==> src/hw/cif_pkg.sv <==
package cif_pkg;

  // ****************************************************
  // Bus geometry and responses
  // ****************************************************
  localparam int AXI_AW = 8;
  localparam logic [1:0] RESP_OKAY = 2'h0;
  localparam logic [1:0] RESP_SLVERR = 2'h2;

  // ****************************************************
  // Register byte offsets
  // ****************************************************
  localparam logic [AXI_AW-1:0] OFF_INT_CAPT = 8'h00;
  localparam logic [AXI_AW-1:0] OFF_ENABLE = 8'h04;
  localparam logic [AXI_AW-1:0] OFF_MODE = 8'h08;
  localparam logic [AXI_AW-1:0] OFF_COMMAND = 8'h0C;
  localparam logic [AXI_AW-1:0] OFF_IRQ_STATUS = 8'h10;
  localparam logic [AXI_AW-1:0] OFF_IRQ_MASK = 8'h14;

  // ****************************************************
  // Flag field positions
  // ****************************************************
  localparam int FLAG_W = 9;
  localparam int BIT_ID_READY = 8;
  localparam int BIT_BUS_ERROR = 7;
  localparam int BIT_ARB_LOST = 6;
  localparam int BIT_ERR_PASSIVE = 5;
  localparam int BIT_RESERVED = 4;
  localparam int BIT_OVERRUN = 3;
  localparam int BIT_ERR_WARNING = 2;
  localparam int BIT_TX_DONE_1 = 1;
  localparam int BIT_RX_PENDING = 0;

  // Flags cleared by a read: all but rx pending and reserved
  localparam logic [FLAG_W-1:0] RD_CLR_MASK = 9'h1EE;
  // Flags forced low in soft reset: all but bus error, warning
  localparam logic [FLAG_W-1:0] SOFT_CLR_MASK = 9'h17B;
  // Bits that may ever be set in the flag word
  localparam logic [FLAG_W-1:0] FLAG_VALID_MASK = 9'h1EF;

  // ****************************************************
  // Command and mode bits, reset values
  // ****************************************************
  localparam int CMD_RELEASE_BIT = 0;
  localparam int MODE_SOFT_BIT = 0;
  localparam logic [FLAG_W-1:0] ENABLE_RST = 9'h000;
  localparam logic [FLAG_W-1:0] IRQ_MASK_RST = 9'h000;
  localparam logic SOFT_MODE_RST = 1'b0;

  // ****************************************************
  // Error counter limit for error-passive state
  // ****************************************************
  localparam int CNT_W = 8;
  localparam logic [CNT_W-1:0] EP_LIMIT = 8'h7F;

  // Detector inputs order
  localparam int DET_W = 4;
  localparam int DET_EP = 0;
  localparam int DET_ES = 1;
  localparam int DET_BS = 2;
  localparam int DET_TX1 = 3;

endpackage

==> src/hw/cif_change_det.sv <==
`timescale 1ns/1ns
module cif_change_det #(
  parameter int W = 4
) (
  // Clock and reset
  input wire logic aclk,
  input wire logic aresetn,
  // Watched levels
  input wire logic [W-1:0] level,
  // Edge outputs
  output logic [W-1:0] rise,
  output logic [W-1:0] change
);

  typedef struct packed {
    logic [W-1:0] prev;
    logic primed;
  } cif_det_state_t;

  cif_det_state_t st_ff;
  cif_det_state_t nxt_st;

  // Edges gated until the first sample, so reset levels never fire
  assign rise = st_ff.primed ? (level & ~st_ff.prev) : '0;
  assign change = st_ff.primed ? (level ^ st_ff.prev) : '0;

  // Track previous level
  always_comb begin
    nxt_st = st_ff;
    nxt_st.prev = level;
    nxt_st.primed = 1'b1;
  end

  // State register
  always_ff @(posedge aclk) begin
    if (!aresetn) begin
      st_ff <= '0;
    end else begin
      st_ff <= nxt_st;
    end
  end

endmodule

==> src/hw/cif_irq_ctl.sv <==
`timescale 1ns/1ns
module cif_irq_ctl
  import cif_pkg::*;
#(
  parameter int W = 9
) (
  // Clock and reset
  input wire logic aclk,
  input wire logic aresetn,
  // Event pulses
  input wire logic [W-1:0] set,
  // Software access
  input wire logic clr_we,
  input wire logic [W-1:0] clr_bits,
  input wire logic mask_we,
  input wire logic [W-1:0] mask_bits,
  // State and interrupt line
  output logic [W-1:0] status,
  output logic [W-1:0] mask,
  output logic irq
);

  typedef struct packed {
    logic [W-1:0] status;
    logic [W-1:0] mask;
    logic irq;
  } cif_irq_state_t;

  cif_irq_state_t st_ff;
  cif_irq_state_t nxt_st;

  assign status = st_ff.status;
  assign mask = st_ff.mask;
  assign irq = st_ff.irq;

  // Sticky status; a new event beats a clear in the same cycle
  always_comb begin
    nxt_st = st_ff;
    if (clr_we) begin
      nxt_st.status = st_ff.status & ~clr_bits;
    end
    nxt_st.status = nxt_st.status | set;
    if (mask_we) begin
      nxt_st.mask = mask_bits;
    end
    nxt_st.irq = |(nxt_st.status & nxt_st.mask);
  end

  // State register
  always_ff @(posedge aclk) begin
    if (!aresetn) begin
      st_ff <= '0;
      st_ff.mask <= W'(IRQ_MASK_RST);
    end else begin
      st_ff <= nxt_st;
    end
  end

endmodule

==> src/hw/cif_flag_logic.sv <==
// Functional notes
// - Set id-ready flag bit 8 on identifier in filter bypass, if enabled.
// - Set bus-error flag bit 7 on a detected bus error, if enabled.
// - Set arbitration-lost flag bit 6 on lost arbitration, if enabled.
// - Set error-passive flag bit 5 entering or leaving passive, if enabled.
// - Bit 4 of the interrupt and capture word always reads zero.
// - Set overrun flag bit 3 on receive buffer overrun, if enabled.
// - Set error-warning flag bit 2 on error or bus status change, if enabled.
// - Set tx-done flag 1 on buffer 1 rising to released, if enabled.
// - Rx-pending flag bit 0 set while buffer status is one and enabled.
// - Reading the interrupt word leaves rx-pending flag unchanged.
// - Release command clears rx-pending; it returns if messages remain.
// - Reading the interrupt word clears all flags except rx-pending.
//
// Added by the designer: register access over AXI4-Lite and the address map.
`timescale 1ns/1ns
module cif_flag_logic
  import cif_pkg::*;
(
  // Clock and reset
  input wire logic aclk,
  input wire logic aresetn,
  // AXI4-Lite write address
  input wire logic s_axi_awvalid,
  output logic s_axi_awready,
  input wire logic [cif_pkg::AXI_AW-1:0] s_axi_awaddr,
  input wire logic [2:0] s_axi_awprot,
  // AXI4-Lite write data
  input wire logic s_axi_wvalid,
  output logic s_axi_wready,
  input wire logic [31:0] s_axi_wdata,
  input wire logic [3:0] s_axi_wstrb,
  // AXI4-Lite write response
  output logic s_axi_bvalid,
  input wire logic s_axi_bready,
  output logic [1:0] s_axi_bresp,
  // AXI4-Lite read address
  input wire logic s_axi_arvalid,
  output logic s_axi_arready,
  input wire logic [cif_pkg::AXI_AW-1:0] s_axi_araddr,
  input wire logic [2:0] s_axi_arprot,
  // AXI4-Lite read data
  output logic s_axi_rvalid,
  input wire logic s_axi_rready,
  output logic [31:0] s_axi_rdata,
  output logic [1:0] s_axi_rresp,
  // Protocol core events and levels
  input wire logic id_rx_evt,
  input wire logic filter_bypass,
  input wire logic bus_err_evt,
  input wire logic arb_lost_evt,
  input wire logic [cif_pkg::CNT_W-1:0] tx_err_cnt,
  input wire logic [cif_pkg::CNT_W-1:0] rx_err_cnt,
  input wire logic overrun_evt,
  input wire logic err_status,
  input wire logic bus_status,
  input wire logic tx_buf1_status,
  input wire logic rx_buf_status,
  // Commands to the protocol core
  output logic rx_buf_release,
  output logic soft_reset_mode,
  // Interrupt line
  output logic irq
);

  // ****************************************************
  // State
  // ****************************************************
  typedef struct packed {
    logic awready;
    logic aw_held;
    logic [AXI_AW-1:0] aw_addr;
    logic wready;
    logic w_held;
    logic [31:0] w_data;
    logic [3:0] w_strb;
    logic bvalid;
    logic [1:0] bresp;
    logic arready;
    logic rvalid;
    logic [31:0] rdata;
    logic [1:0] rresp;
    logic [FLAG_W-1:0] flags;
    logic [FLAG_W-1:0] enable;
    logic soft_mode;
    logic release_pulse;
    logic rx_blank;
  } cif_top_state_t;

  cif_top_state_t st_ff;
  cif_top_state_t nxt_st;

  // ****************************************************
  // Helpers
  // ****************************************************

  // Aligned word address of a byte address
  function automatic logic [AXI_AW-1:0] word_addr(
    input logic [AXI_AW-1:0] addr
  );
    word_addr = {addr[AXI_AW-1:2], 2'b00};
  endfunction

  // Data bits of a narrow register that the byte lanes allow
  function automatic logic [FLAG_W-1:0] lane_bits(
    input logic [31:0] data,
    input logic [3:0] strb
  );
    logic [FLAG_W-1:0] m;
    m = {strb[1], {8{strb[0]}}};
    lane_bits = data[FLAG_W-1:0] & m;
  endfunction

  // Merge a write into a narrow register by byte lane
  function automatic logic [FLAG_W-1:0] merge_lanes(
    input logic [FLAG_W-1:0] old,
    input logic [31:0] data,
    input logic [3:0] strb
  );
    logic [FLAG_W-1:0] m;
    m = {strb[1], {8{strb[0]}}};
    merge_lanes = (old & ~m) | (data[FLAG_W-1:0] & m);
  endfunction

  // ****************************************************
  // Event detection
  // ****************************************************
  logic err_passive;
  logic [DET_W-1:0] det_level;
  logic [DET_W-1:0] det_rise;
  logic [DET_W-1:0] det_change;

  // Passive once either counter passes the protocol limit
  assign err_passive = (tx_err_cnt > EP_LIMIT) | (rx_err_cnt > EP_LIMIT);

  // Levels whose edges raise flags
  always_comb begin
    det_level = '0;
    det_level[DET_EP] = err_passive;
    det_level[DET_ES] = err_status;
    det_level[DET_BS] = bus_status;
    det_level[DET_TX1] = tx_buf1_status;
  end

  cif_change_det #(
    .W(DET_W)
  ) u_det (
    .aclk(aclk),
    .aresetn(aresetn),
    .level(det_level),
    .rise(det_rise),
    .change(det_change)
  );

  // ****************************************************
  // Bus decode
  // ****************************************************
  logic wr_go;
  logic [AXI_AW-1:0] wr_addr;
  logic rd_go;
  logic [AXI_AW-1:0] rd_addr;
  logic rd_int_capt;
  logic cmd_release;
  logic irq_clr_we;
  logic irq_mask_we;
  logic [FLAG_W-1:0] wr_bits;
  logic [FLAG_W-1:0] irq_status;
  logic [FLAG_W-1:0] irq_mask;
  logic irq_int;

  // Write fires once address and data are both held and no earlier answer waits
  assign wr_go = st_ff.aw_held & st_ff.w_held & ~st_ff.bvalid;
  assign wr_addr = word_addr(st_ff.aw_addr);
  assign wr_bits = lane_bits(st_ff.w_data, st_ff.w_strb);
  assign rd_go = s_axi_arvalid & st_ff.arready;
  assign rd_addr = word_addr(s_axi_araddr);
  assign rd_int_capt = rd_go & (rd_addr == OFF_INT_CAPT);
  assign cmd_release = wr_go & (wr_addr == OFF_COMMAND)
    & wr_bits[CMD_RELEASE_BIT];
  assign irq_clr_we = wr_go & (wr_addr == OFF_IRQ_STATUS);
  assign irq_mask_we = wr_go & (wr_addr == OFF_IRQ_MASK);

  // ****************************************************
  // Flag set terms
  // ****************************************************
  logic [FLAG_W-1:0] set_evt;

  // Each event is qualified by its own enable
  always_comb begin
    set_evt = '0;
    set_evt[BIT_ID_READY] = id_rx_evt & filter_bypass;
    set_evt[BIT_BUS_ERROR] = bus_err_evt;
    set_evt[BIT_ARB_LOST] = arb_lost_evt;
    set_evt[BIT_ERR_PASSIVE] = det_change[DET_EP];
    set_evt[BIT_OVERRUN] = overrun_evt;
    set_evt[BIT_ERR_WARNING] = det_change[DET_ES]
      | det_change[DET_BS];
    set_evt[BIT_TX_DONE_1] = det_rise[DET_TX1];
    set_evt = set_evt & st_ff.enable;
  end

  // ****************************************************
  // Next state
  // ****************************************************
  always_comb begin
    nxt_st = st_ff;
    nxt_st.release_pulse = cmd_release;

    // Write address channel
    if (s_axi_awvalid & st_ff.awready) begin
      nxt_st.aw_held = 1'b1;
      nxt_st.aw_addr = s_axi_awaddr;
    end
    // Write data channel, taken in either order
    if (s_axi_wvalid & st_ff.wready) begin
      nxt_st.w_held = 1'b1;
      nxt_st.w_data = s_axi_wdata;
      nxt_st.w_strb = s_axi_wstrb;
    end

    // Perform a held write and answer it
    if (wr_go) begin
      nxt_st.aw_held = 1'b0;
      nxt_st.w_held = 1'b0;
      nxt_st.bvalid = 1'b1;
      nxt_st.bresp = RESP_OKAY;
      case (wr_addr)
        OFF_ENABLE: begin
          nxt_st.enable = merge_lanes(st_ff.enable, st_ff.w_data,
            st_ff.w_strb) & FLAG_VALID_MASK;
        end
        OFF_MODE: begin
          if (st_ff.w_strb[0]) begin
            nxt_st.soft_mode = st_ff.w_data[MODE_SOFT_BIT];
          end
        end
        OFF_COMMAND, OFF_IRQ_STATUS, OFF_IRQ_MASK: begin
          nxt_st.bresp = RESP_OKAY;
        end
        // Flag word is read-only; writes to it are refused
        default: begin
          nxt_st.bresp = RESP_SLVERR;
        end
      endcase
    end else if (s_axi_bready & st_ff.bvalid) begin
      nxt_st.bvalid = 1'b0;
    end
    // No new beat while one is held; one write at a time
    nxt_st.awready = ~nxt_st.aw_held;
    nxt_st.wready = ~nxt_st.w_held;

    // Read channel: answer one cycle after the address is taken
    if (rd_go) begin
      nxt_st.rvalid = 1'b1;
      nxt_st.arready = 1'b0;
      nxt_st.rresp = RESP_OKAY;
      nxt_st.rdata = '0;
      case (rd_addr)
        OFF_INT_CAPT: begin
          // Reserved bit 4 is never set, so it reads zero
          nxt_st.rdata[FLAG_W-1:0] = st_ff.flags
            & FLAG_VALID_MASK;
        end
        OFF_ENABLE: begin
          nxt_st.rdata[FLAG_W-1:0] = st_ff.enable;
        end
        OFF_MODE: begin
          nxt_st.rdata[MODE_SOFT_BIT] = st_ff.soft_mode;
        end
        OFF_COMMAND: begin
          nxt_st.rdata = '0;
        end
        OFF_IRQ_STATUS: begin
          nxt_st.rdata[FLAG_W-1:0] = irq_status;
        end
        OFF_IRQ_MASK: begin
          nxt_st.rdata[FLAG_W-1:0] = irq_mask;
        end
        default: begin
          nxt_st.rresp = RESP_SLVERR;
        end
      endcase
    end else if (s_axi_rready & st_ff.rvalid) begin
      nxt_st.rvalid = 1'b0;
      nxt_st.arready = 1'b1;
    end else if (~st_ff.rvalid) begin
      nxt_st.arready = 1'b1;
    end

    // Event flags: a read clears them, a new event in the
    // same cycle survives the clear
    if (rd_int_capt) begin
      nxt_st.flags = st_ff.flags & ~RD_CLR_MASK;
    end
    nxt_st.flags = nxt_st.flags | set_evt;

    // Rx pending follows the buffer level, never cleared by a
    // read. The release clears it and blanks one more cycle so
    // the core can drop its status before it is sampled again.
    nxt_st.rx_blank = cmd_release;
    if (cmd_release | st_ff.rx_blank) begin
      nxt_st.flags[BIT_RX_PENDING] = 1'b0;
    end else begin
      nxt_st.flags[BIT_RX_PENDING] = rx_buf_status
        & st_ff.enable[BIT_RX_PENDING];
    end

    // Soft reset holds every flag low except bus error and error warning
    if (st_ff.soft_mode) begin
      nxt_st.flags = nxt_st.flags & ~SOFT_CLR_MASK;
    end
    nxt_st.flags[BIT_RESERVED] = 1'b0;
  end

  // ****************************************************
  // Interrupt status and mask
  // ****************************************************
  logic [FLAG_W-1:0] irq_set;

  // A flag going high is the event that reaches the line
  assign irq_set = nxt_st.flags & ~st_ff.flags;

  cif_irq_ctl #(
    .W(FLAG_W)
  ) u_irq (
    .aclk(aclk),
    .aresetn(aresetn),
    .set(irq_set),
    .clr_we(irq_clr_we),
    .clr_bits(wr_bits),
    .mask_we(irq_mask_we),
    .mask_bits(merge_lanes(irq_mask, st_ff.w_data, st_ff.w_strb)),
    .status(irq_status),
    .mask(irq_mask),
    .irq(irq_int)
  );

  // ****************************************************
  // State register
  // ****************************************************
  always_ff @(posedge aclk) begin
    if (!aresetn) begin
      st_ff <= '0;
      st_ff.enable <= ENABLE_RST;
      st_ff.soft_mode <= SOFT_MODE_RST;
    end else begin
      st_ff <= nxt_st;
    end
  end

  // ****************************************************
  // Outputs
  // ****************************************************
  assign s_axi_awready = st_ff.awready;
  assign s_axi_wready = st_ff.wready;
  assign s_axi_bvalid = st_ff.bvalid;
  assign s_axi_bresp = st_ff.bresp;
  assign s_axi_arready = st_ff.arready;
  assign s_axi_rvalid = st_ff.rvalid;
  assign s_axi_rdata = st_ff.rdata;
  assign s_axi_rresp = st_ff.rresp;
  assign rx_buf_release = st_ff.release_pulse;
  assign soft_reset_mode = st_ff.soft_mode;
  assign irq = irq_int;

  // Protection bits carry no meaning for these registers
  logic unused_prot;
  assign unused_prot = ^{s_axi_awprot, s_axi_arprot};

endmodule

==> config.mk <==
export PLATFORM = sky130hd
export DESIGN_NAME = cif_flag_logic
export DESIGN_NICKNAME = d
export VERILOG_FILES = /design/src/hw/cif_pkg.sv /design/src/hw/cif_change_det.sv /design/src/hw/cif_irq_ctl.sv /design/src/hw/cif_flag_logic.sv
export SDC_FILE = /design/constraint.sdc
export NUM_CORES = 1
export LEC_CHECK = 0
export BUFFER_PORTS_ARGS = -buffer_cell sky130_fd_sc_hd__buf_4
export CAP_MARGIN = 10
export CORE_MARGIN = 1.5
export CORE_UTILIZATION = 40
export CTS_CLUSTER_SIZE = 12
export DETAILED_ROUTE_END_ITERATION = 8
export GPL_ROUTABILITY_DRIVEN = 0
export GPL_TIMING_DRIVEN = 0
export PLACE_DENSITY = 0.76
export SYNTH_ARGS = -nofsm -noshare
export SYNTH_HDL_FRONTEND = slang
export SYNTH_HIERARCHICAL = 1
export SYNTH_SLANG_ARGS = --single-unit
==> constraint.sdc <==
create_clock -name aclk -period 2.5 [get_ports aclk]
set_input_delay 0.25 -clock aclk [delete_from_list [all_inputs] [get_ports aclk]]
set_output_delay 0.25 -clock aclk [all_outputs]
set_load 0.02 [all_outputs]
# Yosys cells after proc, flatten, opt, wreduce, memory -nomap -nowiden
# Index checks and enable logic that the tools add are counted.
[classes] n_eq_ne=11 n_reduce_logical=9 multipliers=0 order_cmp=2 n_mux=22 addsub=0 bitwise=38 shift=0 div_mod_pow=0
[op_table] operator="$and 9x9->9" count=7
[op_table] operator="$mux 9" count=5
[op_table] operator="$mux 37" count=1
[op_table] operator="$or 9x9->9" count=4
[op_table] operator="$pmux 8 s4" count=1
[op_table] operator="$not 9->9" count=3
[op_table] operator="$eq 6x2->1 const B" count=4
[op_table] operator="$eq 6x3->1 const B" count=4
[op_table] operator="$gt 8x7->1 const B" count=2
[op_table] operator="$and 1x1->1" count=14
[op_table] operator="$eq 6x1->1 const B" count=2
[op_table] operator="$mux 1" count=10
[op_table] operator="$reduce_or 9->1" count=1
[op_table] operator="$logic_not 8->1" count=1
[op_table] operator="$reduce_or 6->1" count=1
[op_table] operator="$pmux 1 s5" count=1
[op_table] operator="$reduce_or 5->1" count=1
[op_table] operator="$and 4x4->4" count=1
[op_table] operator="$mux 2" count=2
[op_table] operator="$mux 4" count=1
[op_table] operator="$not 1->1" count=4
[op_table] operator="$not 4->4" count=1
[op_table] operator="$reduce_bool 2->1" count=2
[op_table] operator="$mux 3" count=1
[op_table] operator="6 further kinds" count=8
[word_totals] elab_cells=105 latchBits=0 inputBits=90 regBits=107 n_memories=0 romBits=0 output_inout_bits=44 mem_bits_rw=0

# Logic depth before layout (Yosys ltp)
[depth] ltp_word=12 ltp_mapped=8 ltp_nobuf=8

# Modules after synthesis
# Netlist, hierarchy kept.
[modules_own_cells] mod="cif_flag_logic" cells_per_inst=317 area_each_um2=2757.6 seq_area_each_um2=1061.0 instances=1
[modules_own_cells] mod="cif_irq_ctl" cells_per_inst=72 area_each_um2=755.7 seq_area_each_um2=380.4 instances=1
[modules_own_cells] mod="cif_change_det" cells_per_inst=25 area_each_um2=252.7 seq_area_each_um2=100.1 instances=1

# Worst setup path before layout
# No wires, ideal clock.
[synth_path] path_kind="reg2reg" start="register st_ff (netlist bit s_axi_bvalid)" end="register u_irq.st_ff (netlist bit u_irq/irq)" stages_incl_launch_ff=8 arrival_time_ns=2.027 synth_period_minus_slack_ns=2.152 setup_time_ns=0.125 path_buffers=1 slack_ns=0.348 t_required_ns=2.375 cell_sequence="dfxtp_1 > or4b_4 > nor3_1 > buf_6 > mux2i_1 > o21bai_1 > o2111ai_1 > o41a_1"
[synth_between] elab_cells_between_ends=15 classes_between="mux (4); bitwise (10); reduce/logical (1)"
[synth_lines] element="start: declaration" line_no="cif_flag_logic.sv:90" text="cif_top_state_t st_ff;"
[synth_lines] element="start signal: assignment" line_no="cif_flag_logic.sv:347" text="st_ff <= nxt_st;"
[synth_lines] element="$not 1->1" line_no="cif_flag_logic.sv:172" text="assign wr_go = st_ff.aw_held & st_ff.w_held & ~st_ff.bvalid;"
[synth_lines] element="$and 1x1->1" line_no="cif_flag_logic.sv:172"
[synth_lines] element="$and 1x1->1" line_no="cif_flag_logic.sv:181" text="assign irq_mask_we = wr_go & (wr_addr == OFF_IRQ_MASK);"
[synth_lines] element="net irq_mask_we" line_no="cif_flag_logic.sv:165" text="logic irq_mask_we;"
[synth_lines] element="$mux 9" line_no="cif_irq_ctl.sv:43" text="if (mask_we) begin"
[synth_lines] element="$and 9x9->9" line_no="cif_irq_ctl.sv:46" text="nxt_st.irq = |(nxt_st.status & nxt_st.mask);"
[synth_lines] element="$reduce_or 9->1" line_no="cif_irq_ctl.sv:46"
[synth_lines] element="end signal: assignment" line_no="cif_irq_ctl.sv:55" text="st_ff <= nxt_st;"
[synth_lines] element="end: declaration" line_no="cif_irq_ctl.sv:29" text="cif_irq_state_t st_ff;"
# The timed path passes the listed nets, and every way through them passes these cells.
# A chain may end at the register's enable or synchronous reset.

# Final worst setup path
# Same ends and word-level chain as after synthesis.

==> run summary <==
The worst-case IR drop observed on VDD is 0.309 mV. The clock tree from TritonCTS is yes. The number of fill cells came out at 849. The max-capacitance violation count is 0. The residual DRC count is 0. After clock tree synthesis, the clock-pin slew on the worst setup and hold paths is 80 ps. STA classifies the critical path endpoint as a flop. The die span in x is 99.7 um. The leakage power is 1.95 nW. Across the routed clock network, the largest skew measured is 7.22 ps.

The number of iterations in the first detailed-routing pass came out at 4. The number of CTS-inserted buffers is 9. The post-CTS setup buffer count is 0. The total wirelength of the detailed-routed design came out at 9.23 mm. The count of pins over their slew limit came out at 0. The met2 capacity usage during global routing came out at 31.4%.

The residual antenna-violating net count after detailed routing is 0. The global-route usage over all layers is 18.9%. The deepest level of the CTS H-tree came out at 3. The vias per cell is 5.00.

The flow ran to the end, and the final reports show no timing, DRC or antenna violations. The worst hold path begins at tx_buf1_status. The area of the die is 9930 sq um. The first-pass GRT wire length is 14.6 mm. Per report_power, the sequential group accounts for 44.4% of the total. The classification of the worst setup path is flop to flop. The routed wirelength normalized by instance count came out at 14.8 um. Dividing the synthesized area by the synthesized cell count gives 9.12 sq um. The global-route met1 utilization is 24.6%.

The internal power of the cells totals 0.00225 W. The remaining max-slew budget at the tightest pin is 55.7%. The library cell used as clock root buffer is sky130_fd_sc_hd__clkbuf_8. The fraction of met3 tracks used by global routing is 3.23%. The worst setup slack for register-to-register paths came out at 80 ps. The highest net fanout along the worst path came out at 9. The most used routing layer in global routing is met2.

The post-route core utilization came out at 51.8%. The cell area reported after detailed placement is 4420 sq um. The number of placement rows is 35. The minimum clock period after layout is 2420 ps. On the worst path, the slowest cell contributes a delay of 560 ps.

Power spread over the standard cell area amounts to 612 nW/um^2. The count of buffer and inverter cells on the critical path is 1. The clock group share of total power is 46.0%. The count of clock tree sinks is 77.

The pin slew with the least headroom to its limit is 664 ps. The synthesis-to-layout area growth is 26.7%. The library cell contributing the largest single delay on the critical path is sky130_fd_sc_hd__or4b_4. The DRC marker count from the first detailed-route iteration came out at 173.

The final net count came out at 600. The initial antenna violation count came out at 0. After technology mapping, the gate count stands at 410. The final worst-path cycle share is 96.8%. The cell area after layout came out at 4740 sq um.

The fraction of final layout cells sized beyond drive strength 1 is 29.5%. The clock tree buffer depth is 2. During placement, the flow inserted port buffers numbering 59. The effective utilization at floorplan is 40.8%. The combinational cell fraction of total power is 9.7%. The detailed router placed 3112 vias in this run. The launch point of the worst reg-to-reg path is s_axi_bvalid$_SDFFE_PN0P_. The count of warnings emitted by yosys is 6. Tracing the worst setup path back leads to its startpoint at s_axi_bvalid$_SDFFE_PN0P_.

The category of the worst setup path launch point is a flop. Grouping stages by cell kind, the critical path spends the most delay in simple AND/OR/NAND/NOR gates. Setup repair after global routing left no endpoint under its margin.

The cell area after synthesis came out at 3740 sq um. The final count of hold timing violations came to 0. The number of standard cells in the final layout excluding fillers came out at 622. The total grt overflow is 0.

The detailed placement HPWL came out at 6.56 mm. The via count of the first global-routing pass is 2960. The switching share of power came out at 22.3%. After floorplanning, the core was sized to cover 9150 sq um. The number of top-level pins came out at 134. Entering global routing, the biggest net connects 17 pins.

The number of hold buffers added after CTS was 0. In this run the worst hold path is classified as input pin to flop. The number of antenna diodes came out at 0. The required arrival time at the worst endpoint is 2730 ps. Summed over all nets, the switching power comes to 0.000648 W. For the worst setup path, the data arrival time is 2650 ps. The height of the die came out at 99.7 um.

Static timing analysis puts the maximum clock frequency at 413 MHz. The number of setup violations in the final report is 0. The critical path goes through or4b_4 > nor3_1 > buf_6 > mux2i_1 > o22ai_1 > o41a_1. For the worst-skew pair, the clock arrives at the later sink with an insertion delay of 350 ps. The placed cell count came out at 606.
-- per-stage QoR --
step                TNS (ps)  worst slack [ps]  hold WS, ps  power (W)
floorplan                  0               348          278    0.00148
global placement       -12.8             -12.8          447    0.00159
detailed placement     -16.4             -16.4          460    0.00159
CTS                        0              45.3          109    0.00291
global route               0              14.1          115    0.00300
finish                     0              80.0          117    0.00290
-- worst register-to-register path, stage by stage, from the launching register on --
cell	delay, ps
sky130_fd_sc_hd__dfxtp_1	360
sky130_fd_sc_hd__or4b_4	560
sky130_fd_sc_hd__nor3_1	220
sky130_fd_sc_hd__buf_6	220
sky130_fd_sc_hd__mux2i_1	330
sky130_fd_sc_hd__o22ai_1	150
sky130_fd_sc_hd__o41a_1	450
-- metal layers --
metal  up-vias  part of all wire, %
met2       114                   48
li1       1541                    -
met4         0                  1.3
met5         -                    0
met3        12                  6.2
met1      1445                   44
-- worst paths after layout --
check	end	cells past startpoint
max reg2reg	u_irq/irq$_SDFF_PN0_	6
min reg2reg	s_axi_rdata[4]$_SDFFE_PN0P_	2
min	u_det/st_ff[4]$_SDFF_PN0_	2
max	u_irq/irq$_SDFF_PN0_	6
-- cell usage in the layout, fill, tap and decap left out, types with 3 or more instances in the layout --
| cell type | count |
|---|---|
| sky130_fd_sc_hd__a21oi_1 | 24 |
| sky130_fd_sc_hd__a21oi_2 | 3 |
| sky130_fd_sc_hd__a32oi_1 | 9 |
| sky130_fd_sc_hd__and2_1 | 17 |
| sky130_fd_sc_hd__and2b_2 | 4 |
| sky130_fd_sc_hd__buf_4 | 98 |
| sky130_fd_sc_hd__bufinv_16 | 5 |
| sky130_fd_sc_hd__clkbuf_1 | 14 |
| sky130_fd_sc_hd__clkbuf_8 | 9 |
| sky130_fd_sc_hd__conb_1 | 27 |
| sky130_fd_sc_hd__dfxtp_1 | 77 |
| sky130_fd_sc_hd__ha_1 | 4 |
| sky130_fd_sc_hd__inv_1 | 7 |
| sky130_fd_sc_hd__mux2_2 | 12 |
| sky130_fd_sc_hd__mux2i_1 | 19 |
| sky130_fd_sc_hd__mux4_2 | 7 |
| sky130_fd_sc_hd__nand2_1 | 71 |
| sky130_fd_sc_hd__nand2b_1 | 3 |
| sky130_fd_sc_hd__nand3_1 | 7 |
| sky130_fd_sc_hd__nor2_1 | 18 |
| sky130_fd_sc_hd__nor2b_1 | 14 |
| sky130_fd_sc_hd__nor3_1 | 9 |
| sky130_fd_sc_hd__o21a_1 | 3 |
| sky130_fd_sc_hd__o21ai_0 | 3 |
| sky130_fd_sc_hd__o21bai_1 | 3 |
| sky130_fd_sc_hd__o22ai_1 | 9 |
-- power by group through the flow --
stage / Sequential, W / Clock (W) / Combinational (W)
2_1_floorplan: 0.00131 / 0 / 0.000175
3_3_place_gp: 0.00131 / 0 / 0.000276
3_5_place_dp: 0.00131 / 0 / 0.000280
4_1_cts: 0.00129 / 0.00135 / 0.000279
5_1_grt: 0.00129 / 0.00140 / 0.000306
6_report: 0.00129 / 0.00133 / 0.000280
-- layout make-up --
class / instances / area [sq um] / share of cell area, %
multi-input combinational: 294 / 1910 / 40.4
clock inverter: 6 / 159 / 3.35
sequential: 77 / 1540 / 32.5
inverter: 8 / 30.0 / 0.634
clock buffer: 10 / 128 / 2.69
tap: 111 / 139 / 2.93
timing repair buffer: 60 / 454 / 9.59
buffer: 56 / 374 / 7.90
-- what timing repair did --
item | CTS | global route
cloned | 0 | 1
endpoints found under the setup margin | 1 | 1
resized for setup | 0 | 7
pin swaps | 0 | 0
endpoints found under the hold margin | 0 | 0
(Power assumes the default switching activity.)
